===== src/core/wrp_pkg.sv =====
// Constants shared by the wake request pin signaler
package wrp_pkg;

  // ==========================================================
  // Register map, byte addresses on the AXI4-Lite slave
  localparam logic [4:0] OFS_CONFIG = 5'h00;
  localparam logic [4:0] OFS_STATUS = 5'h04;
  localparam logic [4:0] OFS_CLEAR = 5'h08;
  localparam logic [4:0] OFS_ENABLE = 5'h0C;
  localparam logic [4:0] OFS_STATE = 5'h10;
  localparam int ADDR_W = 5;

  // ==========================================================
  // Configuration byte fields
  localparam int CFG_MASTER_BIT = 7;
  localparam int CFG_PULSE_BIT = 6;
  localparam int CFG_LONG_BIT = 5;
  localparam int CFG_POL_BIT = 4;
  localparam int CFG_PUSHPULL_BIT = 3;
  localparam int CFG_LINK_EN_BIT = 2;
  localparam int CFG_PKT_EN_BIT = 1;
  localparam int CFG_DA_EN_BIT = 0;
  localparam logic [7:0] CFG_RESET = 8'h00;

  // ==========================================================
  // Wake source positions in status, clear and enable
  localparam int SRC_N = 5;
  localparam int SRC_PIN = 0;
  localparam int SRC_PKT = 1;
  localparam int SRC_WFF = 2;
  localparam int SRC_DA = 3;
  localparam int SRC_LINK = 4;
  localparam logic [SRC_N-1:0] STATUS_RESET = 5'h00;
  localparam logic [SRC_N-1:0] ENABLE_RESET = 5'h00;

  // State register bits
  localparam int ST_ACTIVE_BIT = 0;
  localparam int ST_PULSE_BIT = 1;
  localparam int ST_PIN_BIT = 2;

  // ==========================================================
  // AXI responses
  localparam logic [1:0] RESP_OKAY = 2'h0;
  localparam logic [1:0] RESP_SLVERR = 2'h2;

  // ==========================================================
  // Timing
  localparam real CLK_PERIOD_NS = 10.0;
  localparam real PULSE_SHORT_MS = 1.5;
  localparam real PULSE_LONG_MS = 150.0;
  localparam int CNT_W = 24;
  localparam int PULSE_SHORT_CYC = int'(PULSE_SHORT_MS * 1.0e6 / CLK_PERIOD_NS);
  localparam int PULSE_LONG_CYC = int'(PULSE_LONG_MS * 1.0e6 / CLK_PERIOD_NS);

endpackage


===== src/core/wrp_wake_signaler.sv =====
// Wake request pin signaler with AXI4-Lite register slave
`timescale 1ns/1ps

// Function
// Assert wake only with master enable set
// Any enabled wake source asserts wake
// Master off ignores all other settings
// Bit 6 picks level or pulse signalling
// Bit 5 picks 1.5 ms or 150 ms
// Pulse timed from first event, not extended
// Bit 4 picks low or high active
// Bit 3 picks open-drain or push-pull drive
// Bits 2..0 enable link, packet, address
// Level holds until status cleared or reset
module wrp_wake_signaler #(
  parameter int PULSE_SHORT_CYCLES = wrp_pkg::PULSE_SHORT_CYC,
  parameter int PULSE_LONG_CYCLES = wrp_pkg::PULSE_LONG_CYC
) (
  input wire logic aclk,
  input wire logic aresetn,
  input wire logic [wrp_pkg::ADDR_W-1:0] s_axi_awaddr,
  input wire logic [2:0] s_axi_awprot,
  input wire logic s_axi_awvalid,
  output logic s_axi_awready,
  input wire logic [31:0] s_axi_wdata,
  input wire logic [3:0] s_axi_wstrb,
  input wire logic s_axi_wvalid,
  output logic s_axi_wready,
  output logic [1:0] s_axi_bresp,
  output logic s_axi_bvalid,
  input wire logic s_axi_bready,
  input wire logic [wrp_pkg::ADDR_W-1:0] s_axi_araddr,
  input wire logic [2:0] s_axi_arprot,
  input wire logic s_axi_arvalid,
  output logic s_axi_arready,
  output logic [31:0] s_axi_rdata,
  output logic [1:0] s_axi_rresp,
  output logic s_axi_rvalid,
  input wire logic s_axi_rready,
  input wire logic wakeup_pin,
  input wire logic packet_event,
  input wire logic wake_frame_filter_match,
  input wire logic exact_dest_addr_match,
  input wire logic phy_link_change,
  output logic wake_request_out_o,
  output logic wake_request_out_oe,
  output logic irq
);
  import wrp_pkg::*;

  // ==========================================================
  // Declarations
  logic [7:0] cfg_reg;
  logic [SRC_N-1:0] status_reg;
  logic [SRC_N-1:0] status_next;
  logic [SRC_N-1:0] int_en_reg;
  logic [SRC_N-1:0] clear_mask;
  logic [SRC_N-1:0] events;
  logic master_en;
  logic pin_level;
  logic pin_prev_reg;
  logic pin_event;
  logic pulse_start;
  logic pulse_active;
  logic wake_active;
  logic out_next;
  logic oe_next;
  logic aw_held_reg;
  logic w_held_reg;
  logic [ADDR_W-1:0] aw_addr_reg;
  logic [31:0] w_data_reg;
  logic [3:0] w_strb_reg;
  logic wr_fire;
  logic [ADDR_W-1:0] wr_addr;
  logic [31:0] wr_data;
  logic [3:0] wr_strb;
  logic [31:0] rd_word;
  logic rd_ok;
  logic [CNT_W-1:0] short_cnt;
  logic [CNT_W-1:0] long_cnt;

  // ==========================================================
  // Helpers
  function automatic logic addr_mapped(input logic [ADDR_W-1:0] a);
    addr_mapped = (a == OFS_CONFIG) || (a == OFS_STATUS) ||
                  (a == OFS_CLEAR) || (a == OFS_ENABLE) ||
                  (a == OFS_STATE);
  endfunction

  // ==========================================================
  // Wakeup pin comes from outside the clock domain
  wrp_pin_sync u_pin_sync (
    .aclk(aclk),
    .aresetn(aresetn),
    .pin_async(wakeup_pin),
    .pin_level(pin_level)
  );

  always_ff @(posedge aclk) begin
    if (!aresetn) begin
      pin_prev_reg <= 1'b0;
    end else begin
      pin_prev_reg <= pin_level;
    end
  end

  assign pin_event = pin_level && !pin_prev_reg;

  // ==========================================================
  // Event qualification
  // master enable gate
  assign master_en = cfg_reg[CFG_MASTER_BIT];

  // all five sources feed the wake
  // enables for link, packet and address only, all masked by master
  always_comb begin
    events = '0;
    events[SRC_PIN] = pin_event;
    events[SRC_PKT] = packet_event && cfg_reg[CFG_PKT_EN_BIT];
    events[SRC_WFF] = wake_frame_filter_match;
    events[SRC_DA] = exact_dest_addr_match && cfg_reg[CFG_DA_EN_BIT];
    events[SRC_LINK] = phy_link_change && cfg_reg[CFG_LINK_EN_BIT];
    if (!master_en) begin
      events = '0;
    end
  end

  // ==========================================================
  // Sticky status, set wins over a same-cycle clear
  always_comb begin
    clear_mask = '0;
    if (wr_fire && (wr_addr == OFS_CLEAR) && wr_strb[0]) begin
      clear_mask = wr_data[SRC_N-1:0];
    end
    status_next = (status_reg & ~clear_mask) | events;
  end

  always_ff @(posedge aclk) begin
    if (!aresetn) begin
      status_reg <= STATUS_RESET;
    end else begin
      status_reg <= status_next;
    end
  end

  always_ff @(posedge aclk) begin
    if (!aresetn) begin
      irq <= 1'b0;
    end else begin
      irq <= |(status_next & int_en_reg);
    end
  end

  // ==========================================================
  // Pulse timing
  assign short_cnt = CNT_W'(PULSE_SHORT_CYCLES);
  assign long_cnt = CNT_W'(PULSE_LONG_CYCLES);

  // pulse style starts the one-shot
  assign pulse_start = master_en && cfg_reg[CFG_PULSE_BIT] && (|events);

  // length select at start
  // retrigger ignored inside the timer
  wrp_pulse_timer u_pulse_timer (
    .aclk(aclk),
    .aresetn(aresetn),
    .start(pulse_start),
    .long_sel(cfg_reg[CFG_LONG_BIT]),
    .short_cycles(short_cnt),
    .long_cycles(long_cnt),
    .active(pulse_active)
  );

  // ==========================================================
  // Output pin
  // level style follows the sticky status
  // master off forces inactive and released
  assign wake_active = master_en &&
    (cfg_reg[CFG_PULSE_BIT] ? pulse_active : (|status_reg));

  always_comb begin
    out_next = 1'b0;
    oe_next = 1'b0;
    if (master_en) begin
      // polarity of level and pulse
      out_next = wake_active ? cfg_reg[CFG_POL_BIT] :
                 !cfg_reg[CFG_POL_BIT];
      // open drain drives only the active state
      oe_next = cfg_reg[CFG_PUSHPULL_BIT] || wake_active;
    end
  end

  always_ff @(posedge aclk) begin
    if (!aresetn) begin
      wake_request_out_o <= 1'b0;
      wake_request_out_oe <= 1'b0;
    end else begin
      wake_request_out_o <= out_next;
      wake_request_out_oe <= oe_next;
    end
  end

  // ==========================================================
  // AXI4-Lite write path, address and data in either order
  assign s_axi_awready = !aw_held_reg && !s_axi_bvalid;
  assign s_axi_wready = !w_held_reg && !s_axi_bvalid;

  always_ff @(posedge aclk) begin
    if (!aresetn) begin
      aw_held_reg <= 1'b0;
      aw_addr_reg <= '0;
    end else if (wr_fire) begin
      aw_held_reg <= 1'b0;
    end else if (s_axi_awvalid && s_axi_awready) begin
      aw_held_reg <= 1'b1;
      aw_addr_reg <= s_axi_awaddr;
    end
  end

  always_ff @(posedge aclk) begin
    if (!aresetn) begin
      w_held_reg <= 1'b0;
      w_data_reg <= '0;
      w_strb_reg <= '0;
    end else if (wr_fire) begin
      w_held_reg <= 1'b0;
    end else if (s_axi_wvalid && s_axi_wready) begin
      w_held_reg <= 1'b1;
      w_data_reg <= s_axi_wdata;
      w_strb_reg <= s_axi_wstrb;
    end
  end

  // Commit one cycle after both halves are held
  assign wr_fire = aw_held_reg && w_held_reg;
  assign wr_addr = aw_addr_reg;
  assign wr_data = w_data_reg;
  assign wr_strb = w_strb_reg;

  always_ff @(posedge aclk) begin
    if (!aresetn) begin
      s_axi_bvalid <= 1'b0;
      s_axi_bresp <= RESP_OKAY;
    end else if (wr_fire) begin
      s_axi_bvalid <= 1'b1;
      s_axi_bresp <= addr_mapped(wr_addr) ? RESP_OKAY : RESP_SLVERR;
    end else if (s_axi_bready) begin
      s_axi_bvalid <= 1'b0;
    end
  end

  // ==========================================================
  // Writable registers; only byte lane 0 carries data
  always_ff @(posedge aclk) begin
    if (!aresetn) begin
      cfg_reg <= CFG_RESET;
    end else if (wr_fire && (wr_addr == OFS_CONFIG) && wr_strb[0]) begin
      cfg_reg <= wr_data[7:0];
    end
  end

  always_ff @(posedge aclk) begin
    if (!aresetn) begin
      int_en_reg <= ENABLE_RESET;
    end else if (wr_fire && (wr_addr == OFS_ENABLE) && wr_strb[0]) begin
      int_en_reg <= wr_data[SRC_N-1:0];
    end
  end

  // ==========================================================
  // AXI4-Lite read path
  always_comb begin
    rd_word = '0;
    rd_ok = 1'b1;
    unique case (s_axi_araddr)
      OFS_CONFIG: rd_word[7:0] = cfg_reg;
      OFS_STATUS: rd_word[SRC_N-1:0] = status_reg;
      OFS_ENABLE: rd_word[SRC_N-1:0] = int_en_reg;
      OFS_STATE: begin
        rd_word[ST_ACTIVE_BIT] = wake_active;
        rd_word[ST_PULSE_BIT] = pulse_active;
        rd_word[ST_PIN_BIT] = pin_level;
      end
      // Clear register is write-only and reads as zero
      OFS_CLEAR: rd_word = '0;
      default: rd_ok = 1'b0;
    endcase
  end

  assign s_axi_arready = !s_axi_rvalid;

  always_ff @(posedge aclk) begin
    if (!aresetn) begin
      s_axi_rvalid <= 1'b0;
      s_axi_rdata <= '0;
      s_axi_rresp <= RESP_OKAY;
    end else if (s_axi_arvalid && s_axi_arready) begin
      s_axi_rvalid <= 1'b1;
      s_axi_rdata <= rd_word;
      s_axi_rresp <= rd_ok ? RESP_OKAY : RESP_SLVERR;
    end else if (s_axi_rready) begin
      s_axi_rvalid <= 1'b0;
    end
  end

endmodule


===== src/core/wrp_pin_sync.sv =====
// Three-stage pin synchroniser with agreement filter
`timescale 1ns/1ps
module wrp_pin_sync (
  input wire logic aclk,
  input wire logic aresetn,
  input wire logic pin_async,
  output logic pin_level
);

  logic s1_reg;
  logic s2_reg;
  logic s3_reg;

  // ==========================================================
  // Stage one is read only by stage two
  always_ff @(posedge aclk) begin
    if (!aresetn) begin
      s1_reg <= 1'b0;
      s2_reg <= 1'b0;
      s3_reg <= 1'b0;
    end else begin
      s1_reg <= pin_async;
      s2_reg <= s1_reg;
      s3_reg <= s2_reg;
    end
  end

  // Change accepted once stages two and three agree
  always_ff @(posedge aclk) begin
    if (!aresetn) begin
      pin_level <= 1'b0;
    end else if (s2_reg == s3_reg) begin
      pin_level <= s3_reg;
    end
  end

endmodule


===== src/core/wrp_pulse_timer.sv =====
// One-shot pulse timer, length chosen at start
`timescale 1ns/1ps
module wrp_pulse_timer
  import wrp_pkg::*;
(
  input wire logic aclk,
  input wire logic aresetn,
  input wire logic start,
  input wire logic long_sel,
  input wire logic [wrp_pkg::CNT_W-1:0] short_cycles,
  input wire logic [wrp_pkg::CNT_W-1:0] long_cycles,
  output logic active
);

  logic [CNT_W-1:0] count_reg;

  assign active = (count_reg != '0);

  // Start while running is ignored, so the length never stretches
  always_ff @(posedge aclk) begin
    if (!aresetn) begin
      count_reg <= '0;
    end else if (start && !active) begin
      count_reg <= long_sel ? long_cycles : short_cycles;
    end else if (active) begin
      count_reg <= count_reg - 1'b1;
    end
  end

endmodule


===== config.mk =====
export PLATFORM = sky130hd
export DESIGN_NAME = wrp_wake_signaler
export DESIGN_NICKNAME = d
export VERILOG_FILES = /design/src/core/wrp_pkg.sv /design/src/core/wrp_wake_signaler.sv /design/src/core/wrp_pin_sync.sv /design/src/core/wrp_pulse_timer.sv
export SDC_FILE = /design/constraint.sdc
export NUM_CORES = 1
export LEC_CHECK = 0
export BUFFER_PORTS_ARGS = -buffer_cell sky130_fd_sc_hd__buf_4
export CORE_UTILIZATION = 56
export DETAILED_ROUTE_END_ITERATION = 6
export PLACE_DENSITY = 0.95
export SYNTH_ARGS = -nofsm -noshare
export SYNTH_HDL_FRONTEND = slang
export SYNTH_SLANG_ARGS = --single-unit

===== constraint.sdc =====
create_clock -name aclk -period 6.3 [get_ports aclk]
set_clock_uncertainty 0.2 [all_clocks]
set_input_delay 0 -clock aclk [delete_from_list [all_inputs] [get_ports aclk]]
set_output_delay 0 -clock aclk [all_outputs]
set_load 0.02 [all_outputs]

### After elaboration in Yosys (flattened, before gate mapping)

Cells that the tools add are included.

* add/subtract/negate cells: 1
* multiply operators: 0
* divide/modulo/power cells: 0
* order comparisons: 0
* equal/unequal tests: 9
* shifts and indexed selects: 0
* muxes and demuxes: 17
* bitwise gates (word level): 6
* reduce and logical (&&, ||, !) cells: 46

Operators with widths (number)
* 2-to-1 mux 24 bit: 3
* nonzero test 24 bit: 1
* subtractor 24 x 1 -> 24 bit, second input constant: 1
* == test 5 x 4 -> 1 bit, second input constant: 4
* logical AND 1 bit: 20
* OR reduction 5 bit: 4
* case mux 3 bit (4 select lines): 1
* AND 5 bit: 2
* == test 5 x 3 -> 1 bit, second input constant: 2
* == test 5 bit, second input constant: 2
* logical NOT 5 bit: 2
* 2-to-1 mux 5 bit: 2
* logical NOT 1 bit: 7
* 2-to-1 mux 1 bit: 7
* case mux 2 bit (3 select lines): 1
* AND reduction 2 bit: 3
* nonzero test 2 bit: 3
* logical OR 1 bit: 5
* NOT 5 bit: 1
* bitwise OR 5 bit: 1
* 2-to-1 mux 2 bit: 2
* 2-to-1 mux 3 bit: 1
* NOT 1 bit: 2
* OR reduction 2 bit: 1
* == test 1 bit: 1

* flip-flop bits (word level): 80
* bits in latches: 0
* memory bits (writable): 0
* bits in read-only memories: 0
* bits of input ports: 64
* output and inout bits: 44
* memories: 0

### Logic depth before layout (Yosys ltp)

* word-level depth: 9
* depth in mapped cells: 8

### Hierarchy

A second synthesis with hierarchy kept.

* cells, all modules: 477
* area, all modules: 4160.2 µm²

Modules (own cells, without submodules)
* wrp_wake_signaler: instances 1, cells an instance 272, area each 2363.5 µm², seq. area each 1001.0 µm²
* wrp_pulse_timer: instances 1, cells an instance 195, area each 1680.4 µm², seq. area each 480.5 µm²
* wrp_pin_sync: instances 1, cells an instance 10, area each 116.4 µm², seq. area each 80.1 µm²

### Least setup slack after synthesis

Ideal clock, no wire load.

* path kind: register to register
* start point: register u_pulse_timer.count_reg[0]
* end point: register u_pulse_timer.count_reg[12]
* setup time: 0.115 ns
* arrival time: 1.750 ns
* required time: 5.985 ns
* setup slack: 4.235 ns
* cell stages (with the launch flop): 9
* path buffers: 1
* cells stage by stage: dfxtp_1 -> inv_1 -> ha_1 -> or3b_1 -> clkbuf_1 -> nor4_2 -> o211ai_1 -> xnor2_1 -> and2_1

* word-level cells in the longest chain between the ends: 4
* elaborated cells on any way between the ends: 7

RTL lines
* start: declaration: RTL line wrp_pulse_timer.sv:15 `logic [CNT_W-1:0] count_reg;`
* start signal: assignment: RTL line wrp_pulse_timer.sv:24 `count_reg <= long_sel ? long_cycles : short_cycles;`
* start signal: assignment: RTL line wrp_pulse_timer.sv:26 `count_reg <= count_reg - 1'b1;`
* parallel branches: the longest is 4 deep, another holds subtractor 24 x 1 -> 24 bit

Parallel ways; which one is timed is not known. The select of a mux whose other input is x is not followed.
A chain may end at the register's enable or synchronous reset.

### Final worst setup path

* start point: register u_pulse_timer.count_reg[0]
* end point: register s_axi_rdata[1]

* word-level cells in the longest chain between the ends: 2

RTL lines
* nonzero test 24 bit: RTL line wrp_pulse_timer.sv:17 `assign active = (count_reg != '0);`
* case mux 3 bit (4 select lines): RTL line wrp_wake_signaler.sv:275 `unique case (s_axi_araddr)`
* end signal: assignment: RTL line wrp_wake_signaler.sv:299 `s_axi_rdata <= rd_word;`
* end: declaration: RTL line wrp_wake_signaler.sv:36 `output logic [31:0] s_axi_rdata,`

Every way passes these cells.

==> impl_metrics.toml <==
[synthesis]
syn_area_per_cell_um2 = 8.68
postSynthCellCount = 426
syn_area_um2 = 3700
synth_common_cells = "78 x dfxtp_1, 51 x nor2_1, 34 x nand2_1"
yosys.cell_count.top_type = "dfxtp_1"
ys_seq_elements = 78
synth.distinct_cells = 54
synth_area_leaders = "dfxtp_1 42%, mux2i_1 6.2%, buf_4 5.3%"
synth_seq_area_share_pct = 42.2
yosys_warnings = 0
synth_edf_count = 0
synth_top_area_cell = "dfxtp_1"
synth_ff_type = "dfxtp_1"
async_flop_share_pct = 0
synth_top_area_share_pct = 42.2

[global_route]
antenna_found_initial = 0
grt_pass1_vias = 3783
grt-ovfl-total = 0
grt_max_degree = 53
grt_util_all_layers_pct = 34.4
grt_pass1_wl_mm = 18.8

[timing]
slew_headroom_pct = 33.7
drv_slew = 0
min_period_ns = 3.66
period_share_pct = 58.2
hold_ws_ns = 0.0653
hold_violations = 0
tns_ns = 0
timing.final.ws_setup_ns = 2.64
max_slew.worst_pin.slew_ns = 0.981
fmax_ghz = 0.273
rsz0062_at_grt = "no"
finalSetupViolCount = 0

[run_status]
run_status = "complete, but fails checks"
violations = "DRC"

[critical_path]
r2r-start = "u_pulse_timer.count_reg[0]"
slowest_stage = "dlygate4sd3_1"
end_kind = "flip-flop"
worst-setup-path-type = "flip-flop to flip-flop"
crit_path_end = "s_axi_rdata[1]"
crit_chain = "inv_1, ha_1, nor4b_1, and3_1, nand2_1, nand4_1, dlygate4sd3_1, a21oi_1, dlygate4sd3_1"
cp_max_fo = 16
startpoint = "u_pulse_timer.count_reg[0]"
path_common_cell = "dlygate4sd3_1"
worstSetupStartpointType = "flip-flop"
r2r_cells = 9
worst_ep_required_time_ns = 6.36
reg2reg_to = "s_axi_rdata[1]"
reg2reg_slack_ns = 2.64
crit_arrival_ns = 3.72
slowest_delay_ns = 0.60

[placement]
gp_congestion = 0.871
port_buffers = 48
detailedPlace.worstSlack_ns = 3.76
dp_hpwl_mm = 5.88

[clock_tree]
cts.clk_slew.worst_paths_ns = 0.10
cts_buffer_depth = 2
cts_root_buf = "clkbuf_8"
cts_made_buffers = 9
insertion_delay_ns = 0.38
ctsHoldBuffers = 56
clkSinkCount = 78
h-tree-depth = 3
postCtsResizedCells = 0
post-cts-setup-buffers = 0
cts_tree = "yes"

[power_and_ir_drop]
ir_drop_uv = 240
power.density_nw_per_um2 = 372
leakage_nw = 2.01

[flow_run]
drv_cap = 0

[cells_and_area]
drive_above_1_share_pct = 14.3
syn2layout_area_growth_pct = 29.3
nets = 591
diodes = 0
utilization_pct = 75.3
largest_reg_flops = 24

[route]
wl_per_cell_um = 18.9
dr.pass1.iters = 7
num_vias = 3831
routed_wl_mm = 11.5
drt-initial-drc-count = 572
drt-vias-per-instance = 6.31
route.detailed.drc = 8
postRouteAntennaNets = 0

[floorplan]
coreArea_um2 = 6350
die_x_um = 83.3
floorplan.initialDensity_pct = 58.3
die_y_um = 83.3
die_area_um2 = 6940
boundaryPins = 108
num_rows = 29

[hold_path]
hold_class = "primary input to flip-flop"
## critical path, delay by kind of cell, from the launching register on
family | cells | cell delay, ns
compound gates | 1 | 0.06
fa+ha+maj | 1 | 0.15
buf+inv | 3 | 1.26
flops | 1 | 0.36
simple gates | 4 | 1.53
## cell families (layout without fill, tap and decap cells)
logic type      after synthesis  in the layout  synth area share [%]
compound gates               88             88                  15.3
xor+xnor                      9              9                  2.13
fa+ha+maj                     2              2                 0.676
buf+inv                      52            131                  7.91
flops                        78             78                  42.2
mux                          24             24                  6.53
other cells                   1             26                 0.101
simple gates                172            172                  25.2
## cell usage in the layout, fill, tap and decap left out, drive strengths merged, types with 3 or more instances in the layout
master / Yosys / layout
and3: 5 / 5
and2: 17 / 17
inv: 11 / 11
clkinv: 0 / 3
a31oi: 4 / 4
o21a: 4 / 4
o211a: 3 / 3
nand3: 16 / 16
or4: 4 / 4
a22oi: 8 / 8
dlygate4sd3: 0 / 56
nor3: 10 / 10
nand2b: 5 / 5
xnor2: 4 / 4
clkbuf: 14 / 11
a211oi: 8 / 8
conb: 1 / 26
nand4: 5 / 5
dfxtp: 78 / 78
xor2: 5 / 5
buf: 27 / 48
nor2: 52 / 52
nor4: 12 / 12
a21oi: 28 / 28
mux2i: 23 / 23
o21ai: 17 / 17
nand2: 34 / 34
nor4b: 3 / 3
## stage by stage
step                cell area, um2  std cells  power, mW
floorplan                     3790        451       1.14
global placement              4000        535       1.23
detailed placement            4000        535       1.26
CTS                           4780        607       1.71
global route                  4780        607       1.86
finish                        4780        607       1.78
## worst min path at each step
stage,to,from,slack [ns],depth (start not counted)
after global routing,aw_held_reg,s_axi_awvalid,0.07,4
after CTS,aw_held_reg,s_axi_awvalid,0.003,4
final,aw_held_reg,s_axi_awvalid,0.07,4
after global placement,s_axi_rvalid,s_axi_rready,-0.01,2
after floorplan,s_axi_rvalid,s_axi_rready,-0.10,1
after detailed placement,s_axi_rvalid,s_axi_rready,-0.01,2
## per-layer routing
metal	vias up	GRT usage, %	wire length [um]
li1	1661	-	-
met1	1766	40.5	4230
met2	297	56.4	5470
met3	107	7.16	978
met4	0	22.7	811
met5	-	0	0
## where the power goes
part / internal, mW / switching [mW] / leakage, nW
Combinational: 0.267 / 0.400 / 1.26
Clock: 0.235 / 0.198 / 0.113
Sequential: 0.570 / 0.110 / 0.636
## final cells by class
type | count | area [um2]
clock buffers | 11 | 141
clock inverters | 5 | 82.6
well taps | 77 | 96.3
flip-flops and latches | 78 | 1560
inverters | 11 | 41.3
multi-input cells | 321 | 1940
fillers | 344 | 1570
repair buffers | 104 | 921
Power figures use the tool's default switching activity.
